### config.mk
export PLATFORM = sky130hd
export DESIGN_NAME = acrb_register_bank
export DESIGN_NICKNAME = d
export VERILOG_FILES = /design/src/rtl/acrb_pkg.sv /design/src/rtl/acrb_gain_channel.sv /design/src/rtl/acrb_register_bank.sv
export SDC_FILE = /design/constraint.sdc
export NUM_CORES = 1
export LEC_CHECK = 0
export BUFFER_PORTS_ARGS = -buffer_cell sky130_fd_sc_hd__buf_2
export CORE_ASPECT_RATIO = 1.75
export CORE_UTILIZATION = 45
export CTS_CLUSTER_DIAMETER = 30
export CTS_CLUSTER_SIZE = 30
export DETAILED_ROUTE_END_ITERATION = 7
export HOLD_SLACK_MARGIN = 0.1
export PLACE_DENSITY = 0.7
export SLEW_MARGIN = 0
export SYNTH_ARGS = -nofsm -noshare
export SYNTH_HDL_FRONTEND = slang
export SYNTH_HIERARCHICAL = 1
export SYNTH_SLANG_ARGS = --single-unit
### constraint.sdc
create_clock -name mclk -period 6.1 [get_ports mclk]
set_clock_uncertainty 0.05 [all_clocks]
set_input_delay 0.915 -clock mclk [delete_from_list [all_inputs] [get_ports mclk]]
set_output_delay 0.915 -clock mclk [all_outputs]
set_load 0.1 [all_outputs]
### src/rtl/acrb_pkg.sv
// Package with register map, field layout, reset values and timing for the gain register bank
package acrb_pkg;
    // Register offsets
    localparam logic [4:0] ADDR_POWER = 5'h00;
    localparam logic [4:0] ADDR_INSEL = 5'h01;
    localparam logic [4:0] ADDR_CLKFMT = 5'h02;
    localparam logic [4:0] ADDR_TIMER = 5'h03;
    localparam logic [4:0] ADDR_LGAIN = 5'h04;
    localparam logic [4:0] ADDR_RGAIN = 5'h05;
    localparam logic [4:0] ADDR_LCMODE = 5'h06;
    localparam logic [4:0] ADDR_LCREF = 5'h07;
    // Reset values
    localparam logic [7:0] RST_POWER = 8'h01;
    localparam logic [7:0] RST_INSEL = 8'h00;
    localparam logic [7:0] RST_CLKFMT = 8'h00;
    localparam logic [7:0] RST_TIMER = 8'h2B;
    localparam logic [7:0] RST_GAIN = 8'h7F;
    localparam logic [7:0] RST_LCMODE = 8'h28;
    localparam logic [7:0] RST_LCREF = 8'h00;
    // Writable bit masks; unused bits always read zero
    localparam logic [7:0] MASK_POWER = 8'h01;
    localparam logic [7:0] MASK_INSEL = 8'h07;
    localparam logic [7:0] MASK_CLKFMT = 8'h0F;
    localparam logic [7:0] MASK_TIMER = 8'h3F;
    localparam logic [7:0] MASK_LCMODE = 8'h3F;
    // Field positions
    localparam int POS_SOFT_POWER = 0;
    localparam int POS_SOFT_MUTE = 0;
    localparam int POS_MCLK_RATIO = 1;
    localparam int POS_FORMAT = 3;
    localparam int POS_WAIT = 0;
    localparam int POS_ZTIMEOUT = 2;
    localparam int POS_LIMPER = 4;
    localparam int POS_LC_ENABLE = 4;
    localparam int POS_IMMEDIATE = 5;
    // Gain codes
    localparam logic [7:0] GAIN_MUTE = 8'h00;
    localparam logic [7:0] GAIN_UNITY = 8'h7F;
    localparam logic [7:0] GAIN_ANALOG_MIN = 8'h80;
    localparam logic [7:0] GAIN_ANALOG_MAX = 8'h98;
    localparam logic [12:0] ATT_OFFSET = 13'h0021;
    localparam logic [12:0] ATT_FULL = 13'h1F5F;
    // Timing in sample periods
    localparam logic [12:0] TMO_0 = 13'd288;
    localparam logic [12:0] TMO_1 = 13'd1152;
    localparam logic [12:0] TMO_2 = 13'd2304;
    localparam logic [12:0] TMO_3 = 13'd4608;
    localparam logic [12:0] LIM_0 = 13'd3;
    localparam logic [12:0] LIM_1 = 13'd6;
    localparam logic [12:0] LIM_2 = 13'd12;
    localparam logic [12:0] LIM_3 = 13'd24;
    localparam logic [9:0] ZERO_FRAMES = 10'd516;
    // Decoded control for the converter
    typedef struct packed {
        logic running;
        logic soft_mute;
        logic [1:0] mclk_ratio;
        logic i2s_format;
        logic [2:0] input_source;
        logic [1:0] recovery_wait;
        logic [12:0] recovery_wait_len;
        logic level_ctrl_on;
        logic output_zero;
    } acrb_ctrl_t;
endpackage

### src/rtl/acrb_gain_channel.sv
// One channel of gain code handling: update timing, analog gain and soft attenuator ramp
`timescale 1ns/1ps
module acrb_gain_channel (
    // Clock and reset
    input wire logic mclk,
    input wire logic reset_n,
    // Sample timing
    input wire logic sample_tick,
    input wire logic zero_cross,
    // Control
    input wire logic immediate,
    input wire logic [12:0] timeout_len,
    input wire logic [12:0] limit_len,
    input wire logic force_mute,
    input wire logic [7:0] target_code,
    // Results
    output logic [7:0] applied_code,
    output logic [12:0] att_level,
    output logic [4:0] analog_step
);
    logic [7:0] applied_reg;
    logic [12:0] att_reg;
    logic [12:0] tmo_reg;
    logic [12:0] lim_reg;
    logic [4:0] step_reg;
    logic [2:0] m;
    logic [3:0] l;
    logic [12:0] att_target;
    logic pending;
    logic apply_now;
    logic [7:0] sat_code;

    // Linear level of the applied code, so the ramp waits for the update point
    assign m = applied_reg[6:4];
    assign l = applied_reg[3:0];
    assign att_target = force_mute ? 13'h0000 :
        (applied_reg >= acrb_pkg::GAIN_UNITY) ? acrb_pkg::ATT_FULL :
        13'((({8'h00, l, 1'b0} + acrb_pkg::ATT_OFFSET) << m) - acrb_pkg::ATT_OFFSET);
    assign pending = (applied_reg != target_code);
    // Zero crossing or timeout when not immediate; paced by limiter period otherwise
    assign apply_now = force_mute ||
        (immediate ? (lim_reg == 13'h0000) : (zero_cross || tmo_reg >= timeout_len));
    assign sat_code = (target_code > acrb_pkg::GAIN_ANALOG_MAX) ? acrb_pkg::GAIN_ANALOG_MAX :
        target_code;

    // Applied code and pacing counters
    always_ff @(posedge mclk or negedge reset_n) begin
        if (!reset_n) begin
            applied_reg <= acrb_pkg::GAIN_UNITY;
            tmo_reg <= 13'h0000;
            lim_reg <= 13'h0000;
        end else if (pending && sample_tick && apply_now) begin
            applied_reg <= target_code;
            tmo_reg <= 13'h0000;
            lim_reg <= limit_len - 13'h0001;
        end else if (sample_tick) begin
            tmo_reg <= pending ? tmo_reg + 13'h0001 : 13'h0000;
            lim_reg <= (lim_reg != 13'h0000) ? lim_reg - 13'h0001 : 13'h0000;
        end
    end

    // Attenuator moves one level per sample, or straight to zero on mute; a full sweep takes 8031 samples
    always_ff @(posedge mclk or negedge reset_n) begin
        if (!reset_n) begin
            att_reg <= acrb_pkg::ATT_FULL;
        end else if (sample_tick && force_mute) begin
            att_reg <= 13'h0000;
        end else if (sample_tick) begin
            if (att_reg < ((applied_reg >= acrb_pkg::GAIN_UNITY) ? acrb_pkg::ATT_FULL : att_target))
                att_reg <= att_reg + 13'h0001;
            else if (att_reg > ((applied_reg >= acrb_pkg::GAIN_UNITY) ? acrb_pkg::ATT_FULL :
                att_target))
                att_reg <= att_reg - 13'h0001;
        end
    end

    // Analog gain in half-dB steps above unity
    always_ff @(posedge mclk or negedge reset_n) begin
        if (!reset_n) begin
            step_reg <= 5'h00;
        end else if (applied_reg >= acrb_pkg::GAIN_ANALOG_MIN) begin
            step_reg <= 5'(sat_code - acrb_pkg::GAIN_ANALOG_MIN);
        end else begin
            step_reg <= 5'h00;
        end
    end

    assign applied_code = applied_reg;
    assign att_level = att_reg;
    assign analog_step = step_reg;
endmodule

### src/rtl/acrb_register_bank.sv
// Control register bank of the stereo converter, with gain sequencing per channel
`timescale 1ns/1ps
//////////////////////////////////////////////////////////////////////////////////////////
module acrb_register_bank (
    // Clock and reset
    mclk,
    reset_n,
    // Device pins
    power_down_pin_n,
    ctrl_mode_pin,
    input_source_pins,
    soft_mute_pin,
    level_ctrl_pin,
    // Sample timing from the audio interface
    frame_tick,
    zero_cross_left,
    zero_cross_right,
    // Register write and read port from the serial control decoder
    wr_strobe,
    rd_addr,
    wr_addr,
    wr_data,
    rd_data,
    // Converter control
    ctrl,
    left_att,
    right_att,
    left_analog,
    right_analog
);
    input wire logic mclk;
    input wire logic reset_n;
    input wire logic power_down_pin_n;
    input wire logic ctrl_mode_pin;
    input wire logic [2:0] input_source_pins;
    input wire logic soft_mute_pin;
    input wire logic level_ctrl_pin;
    input wire logic frame_tick;
    input wire logic zero_cross_left;
    input wire logic zero_cross_right;
    input wire logic wr_strobe;
    input wire logic [4:0] rd_addr;
    input wire logic [4:0] wr_addr;
    input wire logic [7:0] wr_data;
    output logic [7:0] rd_data;
    output acrb_pkg::acrb_ctrl_t ctrl;
    output logic [12:0] left_att;
    output logic [12:0] right_att;
    output logic [4:0] left_analog;
    output logic [4:0] right_analog;

    //////////////////////////////////////////////////////////////////////////////////////
    // Pin synchronisers
    logic [7:0] pin_meta_reg;
    logic [7:0] pin_sync_reg;
    logic pd_n;
    logic ctrl_mode;
    logic [2:0] sel_pins;
    logic mute_pin;
    logic lc_pin;

    // Two flops on every asynchronous pin before use
    always_ff @(posedge mclk or negedge reset_n) begin
        if (!reset_n) begin
            pin_meta_reg <= 8'h00;
            pin_sync_reg <= 8'h00;
        end else begin
            pin_meta_reg <= {power_down_pin_n, ctrl_mode_pin, input_source_pins,
                soft_mute_pin, level_ctrl_pin, 1'b0};
            pin_sync_reg <= pin_meta_reg;
        end
    end
    assign pd_n = pin_sync_reg[7];
    assign ctrl_mode = pin_sync_reg[6];
    assign sel_pins = pin_sync_reg[5:3];
    assign mute_pin = pin_sync_reg[2];
    assign lc_pin = pin_sync_reg[1];

    //////////////////////////////////////////////////////////////////////////////////////
    // Register file
    logic [7:0] power_control_reg;
    logic [7:0] input_source_select_reg;
    logic [7:0] clock_format_mute_reg;
    logic [7:0] level_timer_select_reg;
    logic [7:0] left_gain_code_reg;
    logic [7:0] right_gain_code_reg;
    logic [7:0] level_control_mode_one_reg;
    logic [7:0] level_control_reference_reg;
    logic lc_active;
    logic analog_write;
    logic gain_write_ok;
    logic [7:0] rd_next;

    // Level control is the OR of pin and bit
    assign lc_active = lc_pin | level_control_mode_one_reg[acrb_pkg::POS_LC_ENABLE];
    assign analog_write = (wr_data >= acrb_pkg::GAIN_ANALOG_MIN);
    assign gain_write_ok = !(lc_active && analog_write);

    // Writes decode by address; pin low holds defaults, beyond 07H nothing is touched
    always_ff @(posedge mclk or negedge reset_n) begin
        if (!reset_n) begin
            power_control_reg <= acrb_pkg::RST_POWER;
            input_source_select_reg <= acrb_pkg::RST_INSEL;
            clock_format_mute_reg <= acrb_pkg::RST_CLKFMT;
            level_timer_select_reg <= acrb_pkg::RST_TIMER;
            left_gain_code_reg <= acrb_pkg::RST_GAIN;
            right_gain_code_reg <= acrb_pkg::RST_GAIN;
            level_control_mode_one_reg <= acrb_pkg::RST_LCMODE;
            level_control_reference_reg <= acrb_pkg::RST_LCREF;
        end else if (!pd_n) begin
            power_control_reg <= acrb_pkg::RST_POWER;
            input_source_select_reg <= acrb_pkg::RST_INSEL;
            clock_format_mute_reg <= acrb_pkg::RST_CLKFMT;
            level_timer_select_reg <= acrb_pkg::RST_TIMER;
            left_gain_code_reg <= acrb_pkg::RST_GAIN;
            right_gain_code_reg <= acrb_pkg::RST_GAIN;
            level_control_mode_one_reg <= acrb_pkg::RST_LCMODE;
            level_control_reference_reg <= acrb_pkg::RST_LCREF;
        end else if (wr_strobe) begin
            // Writes are accepted while soft powered down
            case (wr_addr)
                acrb_pkg::ADDR_POWER: power_control_reg <= wr_data & acrb_pkg::MASK_POWER;
                acrb_pkg::ADDR_INSEL: input_source_select_reg <= wr_data & acrb_pkg::MASK_INSEL;
                acrb_pkg::ADDR_CLKFMT: clock_format_mute_reg <= wr_data & acrb_pkg::MASK_CLKFMT;
                acrb_pkg::ADDR_TIMER: level_timer_select_reg <= wr_data & acrb_pkg::MASK_TIMER;
                acrb_pkg::ADDR_LGAIN: if (gain_write_ok) left_gain_code_reg <= wr_data;
                acrb_pkg::ADDR_RGAIN: if (gain_write_ok) right_gain_code_reg <= wr_data;
                acrb_pkg::ADDR_LCMODE: level_control_mode_one_reg <= wr_data & acrb_pkg::MASK_LCMODE;
                acrb_pkg::ADDR_LCREF: level_control_reference_reg <= wr_data;
                default: ;
            endcase
        end
    end

    // Read mux; unmapped addresses read zero
    assign rd_next = (rd_addr == acrb_pkg::ADDR_POWER) ? power_control_reg :
        (rd_addr == acrb_pkg::ADDR_INSEL) ? input_source_select_reg :
        (rd_addr == acrb_pkg::ADDR_CLKFMT) ? clock_format_mute_reg :
        (rd_addr == acrb_pkg::ADDR_TIMER) ? level_timer_select_reg :
        (rd_addr == acrb_pkg::ADDR_LGAIN) ? left_gain_code_reg :
        (rd_addr == acrb_pkg::ADDR_RGAIN) ? right_gain_code_reg :
        (rd_addr == acrb_pkg::ADDR_LCMODE) ? level_control_mode_one_reg :
        (rd_addr == acrb_pkg::ADDR_LCREF) ? level_control_reference_reg : 8'h00;

    //////////////////////////////////////////////////////////////////////////////////////
    // Power sequencing
    typedef enum logic [1:0] {PWR_RUN, PWR_DOWN, PWR_WAKE} acrb_pwr_t;
    acrb_pwr_t pwr_reg;
    acrb_pwr_t pwr_next;
    logic [9:0] frame_cnt_reg;
    logic soft_power;
    logic mute_gains;

    assign soft_power = power_control_reg[acrb_pkg::POS_SOFT_POWER];
    // Pin low or power bit low both send the gains to mute
    assign mute_gains = !pd_n || !soft_power;

    // Next power state
    always_comb begin
        pwr_next = pwr_reg;
        case (pwr_reg)
            PWR_RUN: if (mute_gains) pwr_next = PWR_DOWN;
            PWR_DOWN: if (!mute_gains) pwr_next = PWR_WAKE;
            PWR_WAKE: begin
                if (mute_gains)
                    pwr_next = PWR_DOWN;
                else if (frame_tick && frame_cnt_reg == acrb_pkg::ZERO_FRAMES - 10'd1)
                    pwr_next = PWR_RUN;
            end
            default: pwr_next = PWR_DOWN;
        endcase
    end

    // Count frames of zero output after wake
    always_ff @(posedge mclk or negedge reset_n) begin
        if (!reset_n) begin
            pwr_reg <= PWR_RUN;
            frame_cnt_reg <= 10'h000;
        end else begin
            pwr_reg <= pwr_next;
            if (pwr_reg != PWR_WAKE)
                frame_cnt_reg <= 10'h000;
            else if (frame_tick)
                frame_cnt_reg <= frame_cnt_reg + 10'd1;
        end
    end

    //////////////////////////////////////////////////////////////////////////////////////
    // Timer decode and gain channels
    logic [12:0] timeout_len;
    logic [12:0] limit_len;
    logic [12:0] wait_len;
    logic [1:0] ztm;
    logic [1:0] ltm;
    logic [1:0] wtm;
    logic immediate;
    logic [12:0] latt;
    logic [12:0] recovery_step_bit;
    logic [4:0] lana;
    logic [4:0] rana;

    assign wtm = level_timer_select_reg[acrb_pkg::POS_WAIT +: 2];
    assign ztm = level_timer_select_reg[acrb_pkg::POS_ZTIMEOUT +: 2];
    assign ltm = level_timer_select_reg[acrb_pkg::POS_LIMPER +: 2];
    assign immediate = level_control_mode_one_reg[acrb_pkg::POS_IMMEDIATE];
    assign wait_len = (wtm == 2'b00) ? acrb_pkg::TMO_0 : (wtm == 2'b01) ? acrb_pkg::TMO_1 :
        (wtm == 2'b10) ? acrb_pkg::TMO_2 : acrb_pkg::TMO_3;
    assign timeout_len = (ztm == 2'b00) ? acrb_pkg::TMO_0 : (ztm == 2'b01) ? acrb_pkg::TMO_1 :
        (ztm == 2'b10) ? acrb_pkg::TMO_2 : acrb_pkg::TMO_3;
    assign limit_len = (ltm == 2'b00) ? acrb_pkg::LIM_0 : (ltm == 2'b01) ? acrb_pkg::LIM_1 :
        (ltm == 2'b10) ? acrb_pkg::LIM_2 : acrb_pkg::LIM_3;

    // Channels follow the last accepted host code even after level control drops
    acrb_gain_channel u_left (
        .mclk(mclk),
        .reset_n(reset_n),
        .sample_tick(frame_tick),
        .zero_cross(zero_cross_left),
        .immediate(immediate),
        .timeout_len(timeout_len),
        .limit_len(limit_len),
        .force_mute(mute_gains),
        .target_code(left_gain_code_reg),
        .applied_code(),
        .att_level(latt),
        .analog_step(lana)
    );
    acrb_gain_channel u_right (
        .mclk(mclk),
        .reset_n(reset_n),
        .sample_tick(frame_tick),
        .zero_cross(zero_cross_right),
        .immediate(immediate),
        .timeout_len(timeout_len),
        .limit_len(limit_len),
        .force_mute(mute_gains),
        .target_code(right_gain_code_reg),
        .applied_code(),
        .att_level(recovery_step_bit),
        .analog_step(rana)
    );

    //////////////////////////////////////////////////////////////////////////////////////
    // Registered outputs
    acrb_pkg::acrb_ctrl_t ctrl_next;

    // Nonzero selector pins win over bits; mute and format pins OR with their bits
    always_comb begin
        ctrl_next.running = (pwr_reg != PWR_DOWN) && !mute_gains;
        ctrl_next.soft_mute = clock_format_mute_reg[acrb_pkg::POS_SOFT_MUTE] | mute_pin;
        ctrl_next.mclk_ratio = clock_format_mute_reg[acrb_pkg::POS_MCLK_RATIO +: 2];
        ctrl_next.i2s_format = clock_format_mute_reg[acrb_pkg::POS_FORMAT] | ctrl_mode;
        ctrl_next.input_source = (sel_pins != 3'b000) ? sel_pins :
            input_source_select_reg[2:0];
        ctrl_next.recovery_wait = wtm;
        ctrl_next.recovery_wait_len = wait_len;
        ctrl_next.level_ctrl_on = lc_active;
        ctrl_next.output_zero = (pwr_reg != PWR_RUN);
    end

    // Clock changes need no handling here; the outputs simply follow the registers
    always_ff @(posedge mclk or negedge reset_n) begin
        if (!reset_n) begin
            rd_data <= 8'h00;
            ctrl <= '0;
            left_att <= 13'h0000;
            right_att <= 13'h0000;
            left_analog <= 5'h00;
            right_analog <= 5'h00;
        end else begin
            rd_data <= rd_next;
            ctrl <= ctrl_next;
            left_att <= latt;
            right_att <= recovery_step_bit;
            left_analog <= lana;
            right_analog <= rana;
        end
    end
endmodule

# Yosys cells after proc, flatten, opt, wreduce, memory -nomap -nowiden

Index checks and enable logic that the tools add are counted.

Output and inout bits: 69
Memory bits (read-only): 0
Bits in latches: 0
Bits in writable memories: 0
Register bits after elaboration: 263
Input port bits: 31
Memories: 0
Word-level logic and storage cells: 235

Muxes and demuxes: 80
Magnitude comparators: 13
Multipliers: 0
Add/subtract/negate cells: 16
Div/mod/pow operators: 0
Equal/unequal tests: 40
Bitwise operators: 3
Reduce and logical (&&, ||, !) cells: 45
Shift-type cells: 2

Operators by type and width:

| kind                    | count |
|---|---|
| $mux W13                | 30 |
| $mux W8                 | 33 |
| $add A13 B1 Y13 const B | 4 |
| $sub A13 B1 Y13 const B | 4 |
| $eq A5 B3 Y1 const B    | 8 |
| $mux W5                 | 7 |
| $ge A13 B13 Y1          | 2 |
| $gt A13 B13 Y1          | 2 |
| $logic_not A13 Y1       | 2 |
| $lt A13 B13 Y1          | 2 |
| $reduce_bool A13 Y1     | 2 |
| $shl A13 B3 Y13         | 2 |
| $sub A13 B6 Y13 const B | 2 |
| $ge A8 B8 Y1 const B    | 3 |
| $eq A5 B2 Y1 const B    | 4 |
| $mux W10                | 2 |
| $ne A2 B1 Y1 const B    | 9 |
| $ge A8 B7 Y1 const B    | 2 |
| $gt A8 B8 Y1 const B    | 2 |
| $ne A8 B8 Y1            | 2 |
| $reduce_and A2 Y1       | 8 |
| $add A5 B6 Y7 const B   | 2 |
| $add A10 B1 Y10 const B | 1 |
| $eq A10 B10 Y1 const B  | 1 |
| other kinds (20)        | 63 |

# Depth between registers and ports, before layout

Gate-level depths: netlist of the first run.

Depth in word-level cells: 10
Mapped depth: 22
Gate-level depth less buffers: 20

# Modules after synthesis

Netlist of the first run, hierarchy kept.

Modules (own cells, without submodules):

| module                       | sequential area each (um^2) | area each (um^2) | instances | cells an instance |
|---|---|---|---|---|
| acrb_register_bank           | 3304.4                      | 5154.9           | 1         | 425 |
| acrb_gain_channel at u_left  | 1323.8                      | 4365.4           | 1         | 515 |
| acrb_gain_channel at u_right | 1323.8                      | 4299.1           | 1         | 490 |

# Least setup slack after synthesis of the first run

No wires, ideal clock.

Path type: reg2reg
Start point: register u_left.applied_reg[5] (netlist: u_left/applied_code[5])
End point: register u_left.att_reg[11] (netlist: u_left/att_level[11])
Library setup time: 105 ps
Path buffers: 2
Slack: 947 ps
Clock period less this slack: 5153 ps
Required time: 5945 ps
Data arrival time: 4998 ps
Cell stages (with the launch flop): 22
Cells stage by stage: dfstp_2 clkbuf_1 mux2i_1 mux2i_1 mux2i_1 and3_1 nand2_1 or2_2 a31oi_1 ha_1 a211oi_1 o21ai_0 a211oi_1 inv_1 ha_1 clkbuf_1 nand4_1 o31ai_1 o31a_1 o21ai_0 nor3b_1 o41ai_1

Cells in the longest elaborated chain, start to end: 8
Elaborated cells on any way between the ends: 12
Classes of those cells: add/sub: 1; order compare: 3; shift: 1; mux: 5; reduce/logical: 2

Ends and longest elaborated chain:

| element                  | line                                             | RTL |
|---|---|---|
| start: declaration       | acrb_gain_channel.sv:21                          | `logic [7:0] applied_reg;` |
| start signal: assignment | acrb_gain_channel.sv:49                          | `applied_reg <= acrb_pkg::GAIN_UNITY;` |
| start signal: assignment | acrb_gain_channel.sv:53                          | `applied_reg <= target_code;` |
| $shl A13 B3 Y13          | acrb_gain_channel.sv:38                          | `13'((({8'h00, l, 1'b0} + acrb_pkg::ATT_OFFSET) << m) - acrb_pkg::ATT_OFFSET);` |
| $sub A13 B6 Y13          | acrb_gain_channel.sv:38                          |  |
| $mux W13                 | acrb_gain_channel.sv:36                          | `assign att_target = force_mute ? 13'h0000 :` |
| $mux W13 *               | acrb_gain_channel.sv:69, acrb_gain_channel.sv:71 |  |
| $lt A13 B13 Y1           | acrb_gain_channel.sv:69                          | `if (att_reg < ((applied_reg >= acrb_pkg::GAIN_UNITY) ? acrb_pkg::ATT_FULL : att_target))` |
| $mux W13                 | acrb_gain_channel.sv:69                          |  |
| $mux W13                 | acrb_gain_channel.sv:68                          | `end else if (sample_tick) begin` |
| $mux W13                 | acrb_gain_channel.sv:66                          | `end else if (sample_tick && force_mute) begin` |
| end signal: assignment   | acrb_gain_channel.sv:65                          | `att_reg <= acrb_pkg::ATT_FULL;` |
| end signal: assignment   | acrb_gain_channel.sv:70                          | `att_reg <= att_reg + 13'h0001;` |
| end signal: assignment   | acrb_gain_channel.sv:73                          | `att_reg <= att_reg - 13'h0001;` |
| end: declaration         | acrb_gain_channel.sv:22                          | `logic [12:0] att_reg;` |

Every way passes the cells marked *; elsewhere a longest branch is shown, timed or not. The select of a mux whose other input is x is not followed.
A chain may end at the register's enable or synchronous reset.

# Worst setup path in the final report of the first run

Start point: register u_right.applied_reg[5] (netlist: u_right/applied_code[5])
End point: register u_right.att_reg[12] (netlist: u_right/att_level[12])

Cells in the longest elaborated chain, start to end: 8
Elaborated cells on any way between the ends: 12
Classes of those cells: add/sub: 1; order compare: 3; shift: 1; mux: 5; reduce/logical: 2

Ends and longest elaborated chain:

| element                  | line |
|---|---|
| start: declaration       | acrb_gain_channel.sv:21 |
| start signal: assignment | acrb_gain_channel.sv:49 |
| start signal: assignment | acrb_gain_channel.sv:53 |
| $shl A13 B3 Y13          | acrb_gain_channel.sv:38 |
| $sub A13 B6 Y13          | acrb_gain_channel.sv:38 |
| $mux W13                 | acrb_gain_channel.sv:36 |
| $mux W13 *               | acrb_gain_channel.sv:69, acrb_gain_channel.sv:71 |
| $lt A13 B13 Y1           | acrb_gain_channel.sv:69 |
| $mux W13                 | acrb_gain_channel.sv:69 |
| $mux W13                 | acrb_gain_channel.sv:68 |
| $mux W13                 | acrb_gain_channel.sv:66 |
| end signal: assignment   | acrb_gain_channel.sv:65 |
| end signal: assignment   | acrb_gain_channel.sv:70 |
| end signal: assignment   | acrb_gain_channel.sv:73 |
| end: declaration         | acrb_gain_channel.sv:22 |

Marked as above.

==> results of run 1 <==
## layout make-up
| cell class | instances | area, µm² | area share, % |
|---|---|---|---|
| well taps | 387 | 484 | 3.04 |
| inverters | 82 | 308 | 1.93 |
| clock inverters | 17 | 178 | 1.12 |
| multi-input cells | 1094 | 7400 | 46.5 |
| repair buffers | 102 | 543 | 3.41 |
| flip-flops and latches | 235 | 5950 | 37.4 |
| clock buffers | 50 | 1070 | 6.69 |
## final timing paths
path | cells after the start | to | from
hold / removal | 0 | pin_sync_reg[5]$_DFF_PN0_ | pin_meta_reg[5]$_DFF_PN0_
setup / recovery | 19 | u_right/att_level[12]$_DFFE_PN1P_ | u_right/applied_code[5]$_DFFE_PN1P_
setup reg to reg | 19 | u_right/att_level[12]$_DFFE_PN1P_ | u_right/applied_code[5]$_DFFE_PN1P_
hold reg to reg | 0 | pin_sync_reg[5]$_DFF_PN0_ | pin_meta_reg[5]$_DFF_PN0_
max in group asynchronous | 2 | left_att[8]$_DFF_PN0_ | reset_n
min in group asynchronous | 1 | pin_meta_reg[4]$_DFF_PN0_ | reset_n
## logic make-up (layout without fill, tap and decap cells)
| group | Yosys count | count (layout) | share of synthesized area, % |
|---|---|---|---|
| XOR/XNOR | 69 | 69 | 4.37 |
| AO/OA/AOI/OAI | 381 | 381 | 18.8 |
| other | 1 | 58 | 0.0271 |
| adder cells (fa/ha/maj) | 90 | 90 | 8.26 |
| flip-flops | 235 | 235 | 43.1 |
| buffers and inverters | 158 | 251 | 5.01 |
| AND/OR/NAND/NOR | 464 | 464 | 17.6 |
| multiplexers | 32 | 32 | 2.85 |
## metrics by stage
stage	setup slack, ns	hold WS, ns	area, µm²	utilization, %
after floorplan	0.947	0.281	14000	-
after global placement	0.547	0.282	14700	48.7
after detailed placement	0.361	0.285	14700	48.7
after CTS	0.348	0.291	15900	52.8
after global routing	0.113	0.299	15900	52.8
final	0.533	0.288	15900	52.8
## critical path, cell delays in order (launching register included)
cell       delay (ns)
dfstp_2          0.69
mux2i_1          0.32
a211oi_1         0.14
a31oi_1          0.32
nand3b_1         0.20
nor2b_1          0.23
nand2b_1         0.08
a31oi_1          0.20
ha_1             0.28
a211oi_1         0.24
nor2_1           0.11
a2111o_1         0.55
ha_1             0.41
nor2b_1          0.17
o31ai_1          0.32
a21oi_1          0.21
o2111ai_1        0.31
a21oi_1          0.13
or2_0            0.26
o311ai_1         0.25
## per-layer routing
layer  GRT usage [%]  wire, µm  vias up
li1                -         -     5381
met1            23.7     13000     5620
met2            42.8     18900      298
met3            2.98      1290       97
met4            11.9      1390        0
met5               0         0        -
## cells in the final DEF, fill, tap and decap left out, types with 16 or more instances in the layout
cell,netlist,layout
nor4_1,16,16
nand2_1,114,114
nand3_1,61,61
nor3_1,36,36
mux2i_1,18,18
o21a_1,17,17
dfrtp_1,178,178
and3_1,24,24
xnor2_1,42,42
a22o_1,18,18
nand2b_1,18,18
dfstp_2,57,57
buf_2,13,92
nand4_1,16,16
nor3b_1,17,17
nor2b_1,19,19
ha_1,88,88
o31ai_1,30,30
xor2_1,27,27
nor2_1,85,85
a21o_1,22,22
clkbuf_16,0,38
conb_1,1,58
inv_1,82,81
a21oi_1,96,96
o21ai_0,64,64
## power by group
part / internal (W) / leakage [nW] / total (W) / switching [W]
logic: 0.000863 / 3.84 / 0.00252 / 0.00166
registers: 0.00183 / 2.92 / 0.00205 / 0.000223
clock network: 0.00132 / 0.609 / 0.00208 / 0.000760
==> flow_summary.yaml, run 1 <==
status:
  status: "finished, final reports clean"
placed_design:
  port_buffers: 93
  placed_cells: 1900
  gp_congestion: 0.883
  dpl.hpwl_um: 24300
setup_path:
  crit_arrival_ns: 5.94
  reg2reg_setup_slack_ns: 0.53
  crit_type: "flop to flop"
  cp_max_fo: 16
  endpoint_kind: "flop"
  critPathRequiredTime_ns: 6.48
  worstSetupStartpointType: "flop"
die:
  die_area_um2: 31400
  rows: 84
  fp.dieH_um: 234
  core_area_um2: 30200
  die-width_um: 134
  start_util_pct: 45.8
  pin_count: 100
flow_run:
  drv_cap: 0
clocking:
  clockBufferDepth: 3
  postCtsSetupBuffers: 0
  cts_tree: "built"
  clockRootBuffer: "clkbuf_16"
  cts_sinks: 235
  cts-resized-gates: 0
  path_clk_slew_ns: 0.06
  clk_latency_ns: 0.53
  ctsHoldBuffers: 0
  cts_max_level: 2
  cts_made_buffers: 37
finish:
  stdcell_count: 1967
  num_antenna_cells: 0
  fill_cells: 2692
  fin_nets: 1673
  top_register: "ctrl"
  largest_register_ffs: 17
  area_growth_pct: 15.3
  drive_gt1_share_pct: 17.5
synthesis:
  yosysMostFrequentCell: "dfrtp_1"
  avgSynthCellArea_um2: 9.66
  synth-main-ff-cell: "dfrtp_1"
  synth-async-reset-ratio_pct: 100
  ys_seq_area_share_pct: 43.1
  ys_ff_latch: 235
  yosys.area.top_type_share_pct: 32.2
  synthCells: 1430
  synth_edf_count: 0
  yosys_warnings: 6
  synth_common_cells: "dfrtp_1 (178), nand2_1 (114), a21oi_1 (96)"
  synth_cell_types: 86
  synth_area_leaders: "dfrtp_1 (32%), dfstp_2 (11%), ha_1 (8.0%), a21oi_1 (3.5%), nand2_1 (3.1%)"
  yosys.area.top_type: "dfrtp_1"
  syn_area_um2: 13800
min_path:
  min_path_type: "flop to flop"
pwr:
  irDropWorstVdd_uv: 315
  p_total_w: 0.00665
  cellLeakagePower_nw: 7.37
  p_per_area_nw_per_um2: 418
sta:
  clock.fmax_ghz: 0.180
  finalCriticalPeriod_ns: 5.57
  tightest_slew_ns: 1.23
  slew_headroom_pct: 17.8
  finalSetupViolations: 0
  finalHoldViolCount: 0
  finalSetupTns_ns: 0
  post-route-period-util_pct: 91.3
  rsz0062_at_grt: "no"
  maxSlewViolCount: 0
route:
  vias_per_cell: 5.79
  drc: 0
  avgRoutedWirePerCell_um: 17.6
  drt-initial-drc-count: 607
  drtPass1Iterations: 5
  wirelength_um: 34500
  vias: 11400
  antenna_left: 0
grt:
  grt_max_degree: 119
  antenna_found_initial: 0
  grt-ovfl-total: 0
  grt_pass1_vias: 11600
  grt_usage_pct: 22.5
  grt_pass1_wl_um: 56600
Power figures use the tool's default switching activity.
==> run 2, diff against run 1 <==
--- a/config.mk
+++ b/config.mk
@@ -12,9 +12,8 @@
 export CTS_CLUSTER_SIZE = 30
 export DETAILED_ROUTE_END_ITERATION = 7
 export HOLD_SLACK_MARGIN = 0.1
-export PLACE_DENSITY = 0.7
+export PLACE_DENSITY = 0.71
 export SLEW_MARGIN = 0
 export SYNTH_ARGS = -nofsm -noshare
 export SYNTH_HDL_FRONTEND = slang
-export SYNTH_HIERARCHICAL = 1
 export SYNTH_SLANG_ARGS = --single-unit
==> flow_summary.yaml, run 2 <==
clocking:
  cts-resized-gates: 0
  clockRootBuffer: "clkbuf_16"
  clk_latency_ns: 0.53
  path_clk_slew_ns: 0.05
  cts_made_buffers: 40
  cts_sinks: 235
  ctsHoldBuffers: 0
  cts_tree: "built"
  postCtsSetupBuffers: 0
  cts_max_level: 2
  clockBufferDepth: 3
placed_design:
  pre_cts_slack_ns: 0.621
  dpl.hpwl_um: 21000
  port_buffers: 93
  gp_congestion: 0.863
synthesis:
  synth_common_cells: "dfrtp_1 (178), nand2_1 (118), nor2_1 (86)"
  yosysMostFrequentCell: "dfrtp_1"
  syn_area_um2: 13100
  ys_seq_area_share_pct: 45.6
  yosys.area.top_type: "dfrtp_1"
  synthCells: 1296
  synth_edf_count: 0
  yosys_warnings: 0
  avgSynthCellArea_um2: 10.1
  synth-async-reset-ratio_pct: 100
  ys_ff_latch: 235
  yosys.area.top_type_share_pct: 34.1
  synth-main-ff-cell: "dfrtp_1"
  synth_area_leaders: "dfrtp_1 (34%), dfstp_2 (11%), ha_1 (7.1%), mux2i_1 (3.8%), nand2_1 (3.4%)"
  synth_cell_types: 84
setup_path:
  reg2reg_setup_slack_ns: 0.58
  crit_type: "flop to flop"
  cp_max_fo: 19
  r2r_cells: 21
  path_common_cell: "a21oi_1"
  crit_chain: "mux2i_1, o211ai_1, a21boi_0, a21bo_2, nand3_1, xnor2_1, a21oi_1, ha_1, a21oi_1, a21oi_1, a2111oi_2, buf_4, inv_1, ha_1, nor2b_1, o31a_1, o311ai_1, a21oi_1, xor2_1, or4_1, o21ai_1"
  worst_path_max_delay_cell: "dfstp_2"
  worstSetupStartpointType: "flop"
  critPathLaunch: "u_left.applied_code[5]$_DFFE_PN1P_"
  max_stage_delay_ns: 0.70
  endpoint_kind: "flop"
  crit_arrival_ns: 5.92
  critPathRequiredTime_ns: 6.51
  regToRegStartpoint: "u_left.applied_code[5]$_DFFE_PN1P_"
  reg2reg_to: "u_left.att_level[12]$_DFFE_PN1P_"
grt:
  grt-ovfl-total: 0
  antenna_found_initial: 2
  grt_pass1_wl_um: 49800
  grt_pass1_vias: 10000
  grt_max_degree: 159
  grt_usage_pct: 21.3
pwr:
  p_total_w: 0.00499
  p_per_area_nw_per_um2: 330
  cellLeakagePower_nw: 7.37
  irDropWorstVdd_uv: 203
die:
  start_util_pct: 45.6
  core_area_um2: 28600
  pin_count: 100
  die-width_um: 131
  fp.dieH_um: 227
  die_area_um2: 29700
  rows: 82
finish:
  mostFrequentLayoutCells: "dfrtp_1 (178), nand2_1 (118), buf_2 (92), nor2_1 (86), ha_1 (74)"
  fill_cells: 2518
  post-route-util_pct: 52.9
  num_antenna_cells: 0
  multi_input_area_um2: 6620
  drive_gt1_share_pct: 19.7
  area_growth_pct: 15.9
  largest_register_ffs: 17
  fin_nets: 1492
  seqCellArea_um2: 5950
  mostFrequentLayoutCell: "dfrtp_1"
  top_register: "ctrl"
sta:
  finalHoldViolCount: 0
  maxSlewViolCount: 0
  finalSetupTns_ns: 0
  rsz0062_at_grt: "no"
  hold_ws_ns: 0.291
  finalCriticalPeriod_ns: 5.52
  clock.fmax_ghz: 0.181
  post-route-period-util_pct: 90.4
  tightest_slew_ns: 1.08
  slew_headroom_pct: 27.7
  finalSetupViolations: 0
  setup_ws_ns: 0.583
min_path:
  min_path_type: "input pin to async pin"
route:
  antenna_left: 0
  vias: 10100
  drc: 0
  vias_per_cell: 5.62
  drt-initial-drc-count: 514
  avgRoutedWirePerCell_um: 16.9
  wirelength_um: 30300
  drtPass1Iterations: 5
status:
  status: "finished, final reports clean"
flow_run:
  drv_cap: 0
[run 2: cell count changes in the layout (fill, tap and decap cells not counted), moves of 12 or more]
| cell | change |
|---|---|
| a21o_1 | +14 |
| a21oi_1 | -36 |
| conb_1 | -52 |
| ha_1 | -14 |
| inv_1 | -29 |
| mux2i_1 | +32 |
| nand3_1 | -24 |
| nor2b_1 | +12 |
| nor3_1 | -17 |
| o31ai_1 | -16 |
[run 2: critical path, delay by kind of cell, from the launching register on]
| family | cells | cell delay, ns |
|---|---|---|
| flip-flops | 1 | 0.70 |
| buffers and inverters | 2 | 0.37 |
| AO/OA/AOI/OAI | 11 | 2.28 |
| adder cells (fa/ha/maj) | 2 | 0.71 |
| AND/OR/NAND/NOR | 3 | 0.66 |
| XOR/XNOR | 2 | 0.34 |
| multiplexers | 1 | 0.33 |
[run 2: cells by family after synthesis]
group           after synthesis  synth area share (%)
flops                       235                  45.6
other cells                   1                0.0287
compound gates              320                  16.8
xor+xnor                     60                  4.02
simple gates                413                  15.9
buf+inv                     116                  3.89
mux                          75                  6.42
fa+ha+maj                    76                  7.40
[run 2: how the worst max path moves through the flow]
stage	end	slack, ns
2_1_floorplan	u_right.att_level[12]$_DFFE_PN1P_	0.44
3_3_place_gp	u_right.att_level[12]$_DFFE_PN1P_	0.76
3_5_place_dp	u_left.att_level[12]$_DFFE_PN1P_	0.62
4_1_cts	u_left.att_level[12]$_DFFE_PN1P_	0.61
5_1_grt	u_right.att_level[12]$_DFFE_PN1P_	0.05
6_report	u_left.att_level[12]$_DFFE_PN1P_	0.58
[run 2: through the flow]
stage / instance area, µm² / std cells
4_1_cts: 15100 / 1793
2_1_floorplan: 13100 / 1301
3_3_place_gp: 13800 / 1721
3_5_place_dp: 13800 / 1721
6_report: 15100 / 1793
5_1_grt: 15100 / 1793
[run 2: power by group]
part           leakage (nW)  internal (W)  switching [W]
Clock                 0.639       0.00135       0.000821
Combinational          3.76      0.000338       0.000627
Sequential             2.97       0.00172       0.000145
[run 2: metal layers]
metal  up-vias  routed length [µm]  track usage (%)  share of wire [%]
li1       4842                   -                -                  -
met1      4917               11600             23.3                 38
met2       210               16100             38.4                 53
met3        98                1090             3.81                3.6
met4         4                1450             11.3                4.8
met5         -                  22                0              0.073
[run 2: cell type report]
cell class | instances | area share [%]
timing repair buffer | 105 | 3.82
clock inverter | 25 | 1.47
multi-input combinational | 950 | 43.7
clock buffer | 47 | 7.20
inverter | 53 | 1.31
tap | 378 | 3.13
sequential | 235 | 39.3
==> run 3, diff against run 2 <==
--- a/config.mk
+++ b/config.mk
@@ -6,7 +6,7 @@
 export NUM_CORES = 1
 export LEC_CHECK = 0
 export BUFFER_PORTS_ARGS = -buffer_cell sky130_fd_sc_hd__buf_2
-export CORE_ASPECT_RATIO = 1.75
+export CORE_ASPECT_RATIO = 0.9
 export CORE_UTILIZATION = 45
 export CTS_CLUSTER_DIAMETER = 30
 export CTS_CLUSTER_SIZE = 30
==> flow_summary.yaml, run 3 (synthesis gave the netlist of run 2 again) <==
die:
  pin_count: 100
  die_area_um2: 29700
  start_util_pct: 46.3
  fp.dieH_um: 164
  die-width_um: 182
  rows: 58
  core_area_um2: 28200
clocking:
  clk_latency_ns: 0.56
  ctsHoldBuffers: 0
  postCtsSetupBuffers: 0
  cts_tree: "built"
  clockRootBuffer: "clkbuf_16"
  cts-resized-gates: 0
  clockBufferDepth: 3
  cts_sinks: 235
  cts_made_buffers: 50
  cts_max_level: 2
  path_clk_slew_ns: 0.05
pwr:
  irDropWorstVdd_uv: 301
  p_per_area_nw_per_um2: 370
  cellLeakagePower_nw: 7.62
  p_total_w: 0.00580
sta:
  maxSlewViolCount: 0
  clock.fmax_ghz: 0.178
  finalSetupTns_ns: 0
  finalCriticalPeriod_ns: 5.61
  rsz0062_at_grt: "no"
  post-route-period-util_pct: 92.0
  tightest_slew_ns: 0.997
  setup_ws_ns: 0.488
  finalHoldViolCount: 0
  finalSetupViolations: 0
  slew_headroom_pct: 33.3
grt:
  grt_pass1_wl_um: 49700
  grt-ovfl-total: 0
  grt_usage_pct: 20.6
  antenna_found_initial: 1
  grt_max_degree: 121
  grt_pass1_vias: 9884
placed_design:
  port_buffers: 93
  pre_cts_slack_ns: 0.620
  gp_congestion: 0.871
  dpl.hpwl_um: 20300
  placed_cells: 1701
route:
  drc: 0
  vias: 10100
  wirelength_um: 30000
  antenna_left: 0
  avgRoutedWirePerCell_um: 16.7
  vias_per_cell: 5.63
  drtPass1Iterations: 5
  drt-initial-drc-count: 725
finish:
  top_register: "ctrl"
  mostFrequentLayoutCells: "dfrtp_1 (178), nand2_1 (118), buf_2 (92), nor2_1 (86), ha_1 (74)"
  area_growth_pct: 20.0
  fin_nets: 1500
  mostFrequentLayoutCell: "dfrtp_1"
  stdcell_count: 1794
  drive_gt1_share_pct: 20.4
  num_antenna_cells: 0
  largest_register_ffs: 17
min_path:
  hold_start: "pin_meta_reg[2]$_DFF_PN0_"
  min_path_type: "flop to flop"
setup_path:
  critPathRequiredTime_ns: 6.51
  reg2reg_setup_slack_ns: 0.49
  crit_family: "compound AO/OA/AOI/OAI gates"
  crit_type: "flop to flop"
  cp_max_fo: 16
  crit_arrival_ns: 6.02
  worst_path_max_delay_cell: "dfstp_2"
  endpoint_kind: "flop"
  worstSetupStartpointType: "flop"
  crit_buf_inv: 1
  critPathLaunch: "u_right.applied_code[5]$_DFFE_PN1P_"
  crit_chain: "mux2i_1, mux2i_1, o31a_1, o211ai_1, nand3_1, xor2_1, a21oi_1, ha_1, a21o_1, a21o_1, a2111oi_0, o221ai_1, buf_4, ha_1, nor2b_1, o2111ai_1, nand3_1, a211oi_1, o211ai_1, a2111o_1, o21ai_0"
  max_stage_delay_ns: 0.70
  regToRegStartpoint: "u_right.applied_code[5]$_DFFE_PN1P_"
flow_run:
  drv_cap: 0
status:
  status: "finished, final reports clean"
==> run 3: cell count changes in the layout (fill, tap and decap cells not counted), sizes merged <==
cell / before / now
bufinv: 1 / 11
clkinv: 10 / 11
inv: 63 / 53
clkinvlp: 4 / 5
buf: 105 / 103
clkbuf: 47 / 66
==> run 3: where the power goes <==
group | total [W] | internal, W | switching (W) | leakage (nW)
Combinational | 0.000960 | 0.000333 | 0.000627 | 3.75
Sequential | 0.00186 | 0.00172 | 0.000146 | 2.97
Clock | 0.00297 | 0.00209 | 0.000886 | 0.904
Total | 0.00580 | 0.00414 | 0.00166 | 7.62
==> run 3: stage by stage <==
stage / utilization (%) / area (µm²) / hold WS (ns)
6_report: 55.5 / 15700 / 0.290
5_1_grt: 55.5 / 15700 / 0.292
4_1_cts: 55.5 / 15700 / 0.292
3_5_place_dp: 48.8 / 13800 / 0.285
3_3_place_gp: 48.8 / 13800 / 0.282
2_1_floorplan: - / 13100 / 0.281
==> run 3: area by class of cell <==
| cell class | instances | area, µm² |
|---|---|---|
| clock buffer | 66 | 1400 |
| clock inverter | 27 | 492 |
| fill | 2383 | 12600 |
| inverter | 53 | 199 |
| multi-input combinational | 950 | 6620 |
| sequential | 235 | 5950 |
| tap | 360 | 450 |
| timing repair buffer | 103 | 551 |
==> run 3: final timing paths <==
check	to	cells after the start
worst max register to register	u_right.att_level[12]$_DFFE_PN1P_	21
worst min register to register	pin_sync_reg[2]$_DFF_PN0_	0
min in group asynchronous	u_left.tmo_reg[2]$_DFFE_PN0P_	1
worst max-delay path	u_right.att_level[12]$_DFFE_PN1P_	21
worst min-delay path	pin_sync_reg[2]$_DFF_PN0_	0
max in group asynchronous	right_att[9]$_DFF_PN0_	2
==> run 3: worst reg2reg max path, stage by stage, from the launching register on <==
cell and delay (ns):
dfstp_2 0.70, mux2i_1 0.35, mux2i_1 0.20, o31a_1 0.27, o211ai_1 0.32, nand3_1 0.14, xor2_1 0.16, a21oi_1 0.16
ha_1 0.26, a21o_1 0.17, a21o_1 0.17, a2111oi_0 0.44, o221ai_1 0.17, buf_4 0.23, ha_1 0.32, nor2b_1 0.17
o2111ai_1 0.24, nand3_1 0.14, a211oi_1 0.26, o211ai_1 0.13, a2111o_1 0.41, o21ai_0 0.08
==> run 3: layer usage <==
layer | vias to the layer above | global-route usage [%] | wire length (µm)
li1 | 4865 | - | -
met1 | 4904 | 28.9 | 14400
met2 | 274 | 31.9 | 13300
met3 | 48 | 4.12 | 1740
met4 | 2 | 6.63 | 580
met5 | - | 0 | 8
